===== src/pkg/sdmmu_defs.svh =====
/*
 * Constants for the signed dual and upper-word multiply unit.
 * Assumes inclusion by bare name from any design file; definitions only.
 */
`ifndef SDMMU_DEFS_SVH
`define SDMMU_DEFS_SVH

`define SDMMU_WORD_W 32
`define SDMMU_HALF_W 16
`define SDMMU_LONG_W 64
`define SDMMU_ROUND_CONST 64'h0000_0000_8000_0000
`define SDMMU_LATENCY 1
`define SDMMU_SAT_RESET 1'b0

`endif


===== src/pkg/sdmmu_pkg.sv =====
/*
 * Types for the signed dual and upper-word multiply unit.
 * Assumes nothing beyond a SystemVerilog compiler.
 */
package sdmmu_pkg;

  // Operation select presented by the decoder.
  typedef enum logic [3:0] {
    SDMMU_OP_NONE = 4'h0,
    SDMMU_OP_DUAL_MUL_SUB_ACC = 4'h1,
    SDMMU_OP_DUAL_MUL_SUB_ACC_LONG = 4'h2,
    SDMMU_OP_DUAL_MUL_ADD = 4'h3,
    SDMMU_OP_DUAL_MUL_SUB = 4'h4,
    SDMMU_OP_UPPER_WORD_MUL = 4'h5,
    SDMMU_OP_UPPER_WORD_MUL_ACC = 4'h6,
    SDMMU_OP_UPPER_WORD_MUL_SUB = 4'h7
  } sdmmu_op_t;

endpackage : sdmmu_pkg


===== src/rtl/sdmmu_unit.sv =====
/*
 * Signed dual halfword and upper-word multiply execution unit.
 * Assumes the decoder presents one operation per issue pulse with operands
 * already read from the register file, and that it has already evaluated
 * the condition code. Results come back one cycle later with write enables.
 */
// Operation
// - Dual forms split each operand into two signed halfwords, two 16x16 products.
// - Swapped variant exchanges second operand halfwords; otherwise bottom-bottom, top-top.
// - Dual subtract-accumulate subtracts top product from bottom product.
// - Short subtract-accumulate adds signed 32-bit accumulate operand, writes destination.
// - Long form adds difference to 64-bit accumulator and writes it back.
// - Low register carries accumulator bits 31..0, high register bits 63..32.
// - Short subtract-accumulate sets saturation flag on accumulate overflow only.
// - Dual subtract-accumulate leaves negative, zero, carry, overflow flags alone.
// - Upper-word forms multiply signed words, optionally add rounding constant, take top.
// - Upper-word accumulate adds accumulate operand to the extracted upper word.
// - Upper-word subtract takes extracted upper word from accumulate operand.
// - Plain upper-word multiply writes only the extracted upper word.
// - Upper-word operations never modify condition flags.
// - Dual multiply-add writes the sum of both products.
// - Dual multiply-subtract writes bottom product minus top product.
// - Dual multiply-add sets saturation flag when the product sum overflows.
// - Saturation flag is sticky until an explicit software clear.
`timescale 1ns/1ps
`include "sdmmu_defs.svh"

module sdmmu_unit
  import sdmmu_pkg::*;
#(
  parameter int WORD_W = `SDMMU_WORD_W
)
(
  input wire logic sys_clk,
  input wire logic reset_n,
  input wire logic issue_valid,
  input wire logic cond_pass,
  input wire sdmmu_op_t op_select,
  input wire logic swap_halves,
  input wire logic round_enable,
  input wire logic [WORD_W-1:0] first_operand,
  input wire logic [WORD_W-1:0] second_operand,
  input wire logic [WORD_W-1:0] accumulate_operand,
  input wire logic [WORD_W-1:0] accum_low_reg,
  input wire logic [WORD_W-1:0] accum_high_reg,
  input wire logic sat_clear,
  input wire logic [3:0] cond_flags_in,
  output logic result_valid,
  output logic dest_write,
  output logic [WORD_W-1:0] dest_result,
  output logic long_write,
  output logic [WORD_W-1:0] accum_low_result,
  output logic [WORD_W-1:0] accum_high_result,
  output logic sat_flag,
  output logic [3:0] cond_flags_out
);

  ////////////////////////////////////////////////////////////////////////////
  // Elaboration check

  initial
  begin
    if (WORD_W != `SDMMU_WORD_W)
    begin
      $error("sdmmu_unit: only a 32-bit word is supported");
    end
  end

  ////////////////////////////////////////////////////////////////////////////
  // State

  typedef struct packed {
    logic valid;
    logic dest_write;
    logic [WORD_W-1:0] dest_result;
    logic long_write;
    logic [WORD_W-1:0] low_result;
    logic [WORD_W-1:0] high_result;
    logic sat;
  } sdmmu_state_t;

  sdmmu_state_t state_reg;
  sdmmu_state_t state_next;

  ////////////////////////////////////////////////////////////////////////////
  // Multipliers

  logic signed [WORD_W-1:0] bottom_product;
  logic signed [WORD_W-1:0] top_product;
  logic [WORD_W-1:0] upper_word;

  sdmmu_dual_half_mul #(
    .HALF_W(WORD_W / 2)
  ) u_dual (
    .first_operand(first_operand),
    .second_operand(second_operand),
    .swap_halves(swap_halves),
    .bottom_product(bottom_product),
    .top_product(top_product)
  );

  sdmmu_word_mul #(
    .WORD_W(WORD_W)
  ) u_word (
    .first_operand(first_operand),
    .second_operand(second_operand),
    .round_enable(round_enable),
    .upper_word(upper_word)
  );

  ////////////////////////////////////////////////////////////////////////////
  // Arithmetic

  // Sums carry two guard bits so overflow is judged on the exact value.
  logic signed [WORD_W+1:0] prod_diff;
  logic signed [WORD_W+1:0] prod_sum;
  logic signed [WORD_W+1:0] acc_sum;
  logic [2*WORD_W-1:0] long_acc;
  logic [2*WORD_W-1:0] long_sum;
  logic signed [WORD_W+1:0] word_min;
  logic signed [WORD_W+1:0] word_max;

  assign word_max = {3'h0, {(WORD_W-1){1'b1}}};
  assign word_min = ~word_max;
  // Difference of two 16x16 products always fits 32 bits.
  assign prod_diff = (WORD_W+2)'(bottom_product) - (WORD_W+2)'(top_product);
  assign prod_sum = (WORD_W+2)'(bottom_product) + (WORD_W+2)'(top_product);
  assign acc_sum = prod_diff + (WORD_W+2)'($signed(accumulate_operand));
  assign long_acc = {accum_high_reg, accum_low_reg};
  assign long_sum = long_acc + (2*WORD_W)'(prod_diff);

  function automatic logic out_of_range(input logic signed [WORD_W+1:0] value, input logic signed [WORD_W+1:0] lo,
                                        input logic signed [WORD_W+1:0] hi);
    out_of_range = (value < lo) || (value > hi);
  endfunction : out_of_range

  ////////////////////////////////////////////////////////////////////////////
  // Next state

  always_comb
  begin
    logic overflow;
    overflow = 1'b0;
    state_next = state_reg;
    state_next.valid = issue_valid;
    state_next.dest_write = 1'b0;
    state_next.long_write = 1'b0;
    if (issue_valid && cond_pass)
    begin
      unique case (op_select)
        SDMMU_OP_NONE:
        begin
          state_next.dest_write = 1'b0;
        end
        SDMMU_OP_DUAL_MUL_SUB_ACC:
        begin
          state_next.dest_write = 1'b1;
          state_next.dest_result = acc_sum[WORD_W-1:0];
          overflow = out_of_range(acc_sum, word_min, word_max);
        end
        SDMMU_OP_DUAL_MUL_SUB_ACC_LONG:
        begin
          // The long form never touches the saturation flag.
          state_next.long_write = 1'b1;
          state_next.low_result = long_sum[WORD_W-1:0];
          state_next.high_result = long_sum[2*WORD_W-1:WORD_W];
        end
        SDMMU_OP_DUAL_MUL_ADD:
        begin
          state_next.dest_write = 1'b1;
          state_next.dest_result = prod_sum[WORD_W-1:0];
          overflow = out_of_range(prod_sum, word_min, word_max);
        end
        SDMMU_OP_DUAL_MUL_SUB:
        begin
          state_next.dest_write = 1'b1;
          state_next.dest_result = prod_diff[WORD_W-1:0];
        end
        SDMMU_OP_UPPER_WORD_MUL:
        begin
          state_next.dest_write = 1'b1;
          state_next.dest_result = upper_word;
        end
        SDMMU_OP_UPPER_WORD_MUL_ACC:
        begin
          state_next.dest_write = 1'b1;
          state_next.dest_result = accumulate_operand + upper_word;
        end
        SDMMU_OP_UPPER_WORD_MUL_SUB:
        begin
          state_next.dest_write = 1'b1;
          state_next.dest_result = accumulate_operand - upper_word;
        end
        default:
        begin
          state_next.dest_write = 1'b0;
        end
      endcase
    end
    // A new overflow wins over a clear in the same cycle.
    if (overflow)
    begin
      state_next.sat = 1'b1;
    end
    else if (sat_clear)
    begin
      state_next.sat = `SDMMU_SAT_RESET;
    end
  end

  always_ff @(posedge sys_clk or negedge reset_n)
  begin
    if (!reset_n)
    begin
      state_reg <= '0;
    end
    else
    begin
      state_reg <= state_next;
    end
  end

  ////////////////////////////////////////////////////////////////////////////
  // Outputs

  assign result_valid = state_reg.valid;
  assign dest_write = state_reg.dest_write;
  assign dest_result = state_reg.dest_result;
  assign long_write = state_reg.long_write;
  assign accum_low_result = state_reg.low_result;
  assign accum_high_result = state_reg.high_result;
  assign sat_flag = state_reg.sat;
  // Condition flags pass straight through; no operation here alters them.
  assign cond_flags_out = cond_flags_in;

endmodule : sdmmu_unit


===== src/rtl/sdmmu_dual_half_mul.sv =====
/*
 * Dual signed 16x16 halfword multiplier with optional operand swap.
 * Assumes a purely combinational context; the caller registers results.
 */
`timescale 1ns/1ps
`include "sdmmu_defs.svh"

module sdmmu_dual_half_mul
  import sdmmu_pkg::*;
#(
  parameter int HALF_W = `SDMMU_HALF_W
)
(
  input wire logic [2*HALF_W-1:0] first_operand,
  input wire logic [2*HALF_W-1:0] second_operand,
  input wire logic swap_halves,
  output logic signed [2*HALF_W-1:0] bottom_product,
  output logic signed [2*HALF_W-1:0] top_product
);

  initial
  begin
    if (HALF_W < 2)
    begin
      $error("sdmmu_dual_half_mul: HALF_W too small");
    end
  end

  logic signed [HALF_W-1:0] a_low;
  logic signed [HALF_W-1:0] a_high;
  logic signed [HALF_W-1:0] b_low;
  logic signed [HALF_W-1:0] b_high;

  assign a_low = first_operand[HALF_W-1:0];
  assign a_high = first_operand[2*HALF_W-1:HALF_W];
  // Swapped form pairs bottom with top and top with bottom.
  assign b_low = swap_halves ? second_operand[2*HALF_W-1:HALF_W] : second_operand[HALF_W-1:0];
  assign b_high = swap_halves ? second_operand[HALF_W-1:0] : second_operand[2*HALF_W-1:HALF_W];

  // A 16x16 signed product always fits 32 bits, so no overflow here.
  assign bottom_product = a_low * b_low;
  assign top_product = a_high * b_high;

endmodule : sdmmu_dual_half_mul


===== src/rtl/sdmmu_word_mul.sv =====
/*
 * Signed 32x32 multiply returning the upper word, rounded or truncated.
 * Assumes a purely combinational context; the caller registers results.
 */
`timescale 1ns/1ps
`include "sdmmu_defs.svh"

module sdmmu_word_mul
  import sdmmu_pkg::*;
#(
  parameter int WORD_W = `SDMMU_WORD_W
)
(
  input wire logic [WORD_W-1:0] first_operand,
  input wire logic [WORD_W-1:0] second_operand,
  input wire logic round_enable,
  output logic [WORD_W-1:0] upper_word
);

  initial
  begin
    if (WORD_W != `SDMMU_WORD_W)
    begin
      $error("sdmmu_word_mul: rounding constant assumes a 32-bit word");
    end
  end

  logic signed [2*WORD_W-1:0] full_product;
  logic [2*WORD_W-1:0] rounded_product;

  assign full_product = $signed(first_operand) * $signed(second_operand);
  // Rounding adds half an upper-word step before the upper bits are kept.
  assign rounded_product = round_enable ? (full_product + `SDMMU_ROUND_CONST) : full_product;
  assign upper_word = rounded_product[2*WORD_W-1:WORD_W];

endmodule : sdmmu_word_mul


===== config.mk =====
export PLATFORM = sky130hd
export DESIGN_NAME = sdmmu_unit
export DESIGN_NICKNAME = d
export VERILOG_FILES = /design/src/pkg/sdmmu_pkg.sv /design/src/rtl/sdmmu_unit.sv /design/src/rtl/sdmmu_dual_half_mul.sv /design/src/rtl/sdmmu_word_mul.sv
export VERILOG_INCLUDE_DIRS = /design/src /design/src/pkg
export SDC_FILE = /design/constraint.sdc
export NUM_CORES = 2
export LEC_CHECK = 0
export CORE_MARGIN = 2
export CORE_UTILIZATION = 50
export CTS_BUF_LIST = sky130_fd_sc_hd__clkbuf_8
export CTS_CLUSTER_DIAMETER = 100
export DETAILED_ROUTE_END_ITERATION = 10
export DONT_BUFFER_PORTS = 1
export PLACE_DENSITY_LB_ADDON = 0.1
export REMOVE_ABC_BUFFERS = 1
export SETUP_SLACK_MARGIN = 0.05
export SYNTH_ARGS = -nofsm -noshare
export SYNTH_HDL_FRONTEND = slang
export SYNTH_SLANG_ARGS = --single-unit

===== constraint.sdc =====
create_clock -name sys_clk -period 2.3 [get_ports sys_clk]
set_input_delay 0.23 -clock sys_clk [delete_from_list [all_inputs] [get_ports sys_clk]]
set_output_delay 0.23 -clock sys_clk [all_outputs]
set_load 0.02 [all_outputs]

* Yosys cells after proc, flatten, opt, wreduce, memory -nomap -nowiden
Index checks and enable logic that the tools add are counted.
Storage, ports and cells: output and inout bits 104, bits of input ports 175, register bits after elaboration 100
Cells by class: multipliers 3, reductions and logical operators 8, $add $sub $neg 7, eq/ne operators 7, multiplexer cells 11, order comparisons 4
Operators with widths (count):
- $pmux 32 s6 | 1
- $mux 98 | 1
- $mux 65 | 1
- $add 64x32->64 const B | 1
- $add 64x64->64 | 1
- $mul 16x16->32 | 2
- $mul 32x32->64 | 1
- $mux 64 | 1
- $add 33x32->34 | 1
- $gt 34x32->1 const B | 1
- $lt 34x32->1 const B | 1
- $add 32x32->33 | 1
- $gt 33x32->1 const B | 1
- $lt 33x32->1 const B | 1
- $sub 32x32->33 | 1
- $add 32x32->32 | 1
- $mux 16 | 2
- $sub 32x32->32 | 1
- $eq 4x3->1 const B | 4
- $eq 4x2->1 const B | 2
- $reduce_bool 6->1 | 1
- $reduce_or 6->1 | 1
- $eq 4x1->1 const B | 1
- $mux 1 | 4
- 5 further kinds | 7

* Depth between registers and ports, before layout
word-level depth 9, depth in mapped cells 58, mapped depth without buffers 55

* By module
From an unflattened synthesis, not the netlist that was laid out.
Second synthesis, totals: cells, all modules 8349, area, all modules 72644.7 µm²
By module, submodules not included:
- sdmmu_word_mul | cells each 4009, area each 36862.9 µm², instances 1
- sdmmu_dual_half_mul | cells each 2310, area each 20525.9 µm², instances 1
- sdmmu_unit | cells each 2030, area each 15255.9 µm², instances 1

* Worst setup path before layout
No wires, ideal clock.
path type input -> register, start input first_operand[18], end register state_reg, in the netlist dest_result[30], stages on the path 50, setup slack -10013 ps, buffers on the path 3, library setup time 129 ps, data arrival time 12184 ps, path through clkbuf_1 > clkbuf_1 > nand2_1 > fa_1 > inv_1 > fa_1 > fa_1 > inv_1 > fa_1 > inv_1 > fa_1 > fa_1 > fa_1 > fa_1 > ha_1 > nand4_2 > or4_1 > and4b_1 > (+14 left out) > ha_1 > and2_1 > or2_2 > a21oi_1 > nand2_1 > o221ai_1 > o211ai_1 > a311oi_1 > o21ba_2 > o211ai_1 > and4_1 > a2111oi_0 > o21bai_1 > a21oi_1 > o21ai_0 > xor2_1 > a221oi_1 > a21oi_1
Between the ends: cells in the longest elaborated chain, start to end 5, elaborated cells on any way between the ends 10, classes of those cells add/sub (6); mul (2); mux (2)
Ends and longest elaborated chain:
- start: declaration | RTL line sdmmu_unit.sv:41 | input wire logic [WORD_W-1:0] first_operand,
- $mul 32x32->64 | RTL line sdmmu_word_mul.sv:31 | assign full_product = $signed(first_operand) * $signed(second_operand);
- $add 64x32->64 (no source line)
- $mux 64 | RTL line sdmmu_word_mul.sv:33 | assign rounded_product = round_enable ? (full_product + `SDMMU_ROUND_CONST) : full_product;
- $sub 32x32->32 / $add 32x32->32 (equally long branches) | RTL line sdmmu_unit.sv:192, sdmmu_unit.sv:187
- $pmux 32 s6 (*) | RTL line sdmmu_unit.sv:150 | unique case (op_select)
- end signal: assignment | RTL line sdmmu_unit.sv:219 | state_reg <= state_next;
- end: declaration | RTL line sdmmu_unit.sv:82 | sdmmu_state_t state_reg;
Mark *: on every way between the ends. The rest lies on a longest branch, timed or not. A chain may end at the register's enable or synchronous reset.

* Worst setup path after layout
start input first_operand[6], end register state_reg, in the netlist dest_result[30]
Same word-level chain as after synthesis.

==> impl_results.md <==
* Setup ws final at -9.02 ns
* Top cells by area, synth: fa_1 (46%), ha_1 (9.5%), inv_1 (8.8%), and2_1 (5.7%), nand2_1 (5.5%)
* Fin crit period at between 10 and 15 ns
* Core Footprint at 140000 um^2
* Cells on worst reg2reg path at 3
* Req. time, crit path at ~2.6 ns
* Max clock buf depth at 2
* Post-DP HPWL at 175 mm
* Worst-path clk slew at between 0.1 and 0.15 ns
* Vias at 58800
* Most used cell, CP: fa_1
* Met1 Usage GRT at 0.418
* R2R Setup Slk at 1.15 ns
* CP max stage cell: fa_2
* Synth Instances at between 8000 and 9000
* CTS H-tree lvls at 3
* CTS buffer count at 9
* Port-buffer cells at 0
* Delay of the slowest critical-path stage at about 0.56 ns
* Routed WL per cell at about 20 um
* Initial DRC Count at between 3000 and 4000
* GPL Wtd Cong at about 0.93
* Area Growth Syn to Fin at 22.7%
* Synth area leader: fa_1
* Slew Limit Fails at 0
* Worst-Skew Late Latency at ~0.43 ns
* Least-Margin Pin Slew at a little over 0.8 ns
* Top Usage Layer GRT: met2
* Final hold viol count at 100
* Top cell type's share of synthesized area at 0.457
* Critical path capture point type: flop
* RSZ-0062 raised after global routing: true
* EDFF count, synth at 0
* Grt met3 use at 0.0310
* Synth Flop Type: dfrtp_1
* Synth async-reset ratio at 1.00
* Final ANT Viol Nets at 0
* Hold Slack at -0.539 ns
* Hold Path Class: in -> async
* Global-route wire length before repair at between 300 and 400 mm
* TritonCTS sink count at 100
* Max-cap viol count at 0
* CP Class: in -> reg
* Clock skew at 0 ns
* I/O pin count at around 280
* Ys Warns at 0
* Die footprint at around 140000 um^2
* Reg2reg end: sat_flag$_DFFE_PN0P_
* Seq cells post-synth at 100
* Crit start category: primary input
* Fmax at roughly 0.09 GHz
* Drt drc at 0
* Register area at between 2000 and 3000 um^2
* Fillers at 12200
* Met2 usage at 0.525
* Vias in the first global route at 62800
* Root Buffer: clkbuf_8
* Final Core Density at 0.619
* TritonCTS clock tree: yes
* Die W at approximately 380 um
* WL final at 220 mm
* Layout cells sized above 1 at 0.223
* Vias per cell at 5.40
* Fin crit share at 4.92
* CP Data Arrival Time at 11.66 ns
* Nets@finish at 11300
* Violated checks: negative hold slack, negative setup slack
* Reg2reg start: sat_flag$_DFFE_PN0P_
* Register area share after synthesis at 0.0354
* Starting Density at 0.505
* Gr usage total at 0.307
* Num rows at ~140
* Max FO, Critical Path at 48
* Footprint of the multi-input gates at around 64000 um^2
* Congestion Overflow GR at 0
* Rel. slew slack at 0.457
* Status: finished with violations
* Count of hold-fix buffers inserted at cts at 2
* Initial antenna violation count at 5
* Syn Std Cell Area at between 70000 and 80000 um^2
* Syn Area/Cell at about 8.8 um^2
* # setup viols final at between 90 and 100
* Largest net degree at the start of global routing at roughly 100
* Synth unique cells at roughly 110
* Die Y at ~380 um
* 1st-pass router iterations at 6
## critical path: cells and delay by family
kind | cells | cell delay (ns)
AO/OA/AOI/OAI | 12 | 2.19
buffers and inverters | 9 | 0.95
adder cells (fa/ha/maj) | 11 | 4.77
AND/OR/NAND/NOR | 16 | 3.11
XOR/XNOR | 2 | 0.30
## registers in the layout, indices dropped and copies added (netlist names)
signal             cells
dest_write             1
sat_flag               1
long_write             1
accum_low_result      32
accum_high_result     32
dest_result           32
result_valid           1
## cell usage after synthesis (all sizes together), types with 10 or more instances
| cell type | count |
|---|---|
| o211ai | 18 |
| dfrtp | 100 |
| a31o | 11 |
| o21a | 44 |
| o311ai | 13 |
| nand4 | 28 |
| a21boi | 22 |
| fa | 1610 |
| nor3 | 76 |
| nor2 | 269 |
| o31ai | 19 |
| or2 | 30 |
| o21bai | 38 |
| nor4 | 22 |
| o21ai | 231 |
| nand3 | 61 |
| xnor2 | 205 |
| xor2 | 110 |
| nor2b | 91 |
| a21oi | 256 |
| a221oi | 16 |
| clkbuf | 355 |
| mux2i | 10 |
| nand2b | 58 |
| o22ai | 18 |
| a221o | 11 |
| nand2 | 1036 |
| and3 | 36 |
| or3 | 27 |
| buf | 23 |
| inv | 1666 |
| a211oi | 23 |
| mux2 | 31 |
| ha | 537 |
| and2 | 645 |
| a21o | 85 |
| a31oi | 38 |
| o221ai | 16 |
## layout make-up
type / count / share of cell area
clock buffer: 10 / 0.00159
sequential: 100 / 0.0289
multi-input combinational: 5884 / 0.743
timing repair buffer: 1358 / 0.126
inverter: 1667 / 0.0723
tap: 1876 / 0.0271
clock inverter: 6 / 0.00118
antenna: 1 / 0.0000289
## cell families (layout without fill, tap and decap cells)
group,Yosys count,count (layout),synth area share
muxes,41,43,0.00636
DFF,100,100,0.0354
xor gates and xnor gates,316,316,0.0398
AOI/OAI and AO/OA,949,949,0.0874
other,0,1,0
buffers and inverters,2045,3041,0.109
and+or+nand+nor,2429,2429,0.170
adders and majority gates,2147,2147,0.552
## worst max path at each step
stage,startpoint,end,cells past startpoint,slack [ns]
2_1_floorplan,first_operand[16],dest_result[30]$_DFFE_PN0P_,48,-9.60
3_3_place_gp,swap_halves,accum_high_result[31]$_DFFE_PN0P_,59,-10.47
3_5_place_dp,swap_halves,accum_high_result[31]$_DFFE_PN0P_,59,-10.57
4_1_cts,second_operand[13],dest_result[30]$_DFFE_PN0P_,51,-9.16
5_1_grt,first_operand[15],dest_result[30]$_DFFE_PN0P_,53,-9.43
6_report,first_operand[6],dest_result[30]$_DFFE_PN0P_,50,-9.02
## per-stage QoR
stage / worst slack [ns] / TNS [ns] / cells / hold WS [ns] / instance area (um^2)
4_1_cts: -9.16 / -648.86 / 10800 / -0.554 / 84800
5_1_grt: -9.43 / -684.20 / 10900 / -0.561 / 86600
3_5_place_dp: -10.57 / -761.33 / 10700 / -0.0642 / 80800
2_1_floorplan: -9.60 / -672.55 / 7649 / -0.0656 / 69100
3_3_place_gp: -10.47 / -755.56 / 10700 / -0.0638 / 80800
6_report: -9.02 / -657.70 / 10900 / -0.539 / 86600
## layer usage
layer  up-vias  wire (um)
met3       292      12200
met1     30400      92000
met5         -          0
met4         0       7200
li1      26500          -
met2      1718     108000
## timing repair
item | CTS | global route
hold endpoints to repair | 102 | 100
buffers inserted | 100 | 69
endpoints found under the setup margin | 96 | 96
pin swaps | 261 | 277
cloned | 4 | 0
gates resized for setup | 661 | 297
## cell usage in the layout (no fill, tap or decap), drive strengths merged, types with 38 or more instances in the layout
cell and n:
a21o 85, ha 537, o21bai 38, nor2 269, inv 1669, o21ai 231, fa 1610, o21a 44
nand2 1036, a21oi 256, dfrtp 100, nand2b 58, nor2b 91, xnor2 205, nand3 61, and2 645
buf 1356, nor3 76, a31oi 38, xor2 110
Power is left out: the tool's default activity adds up to more than one toggle a clock period on the data nets, which glitch-free logic cannot reach.
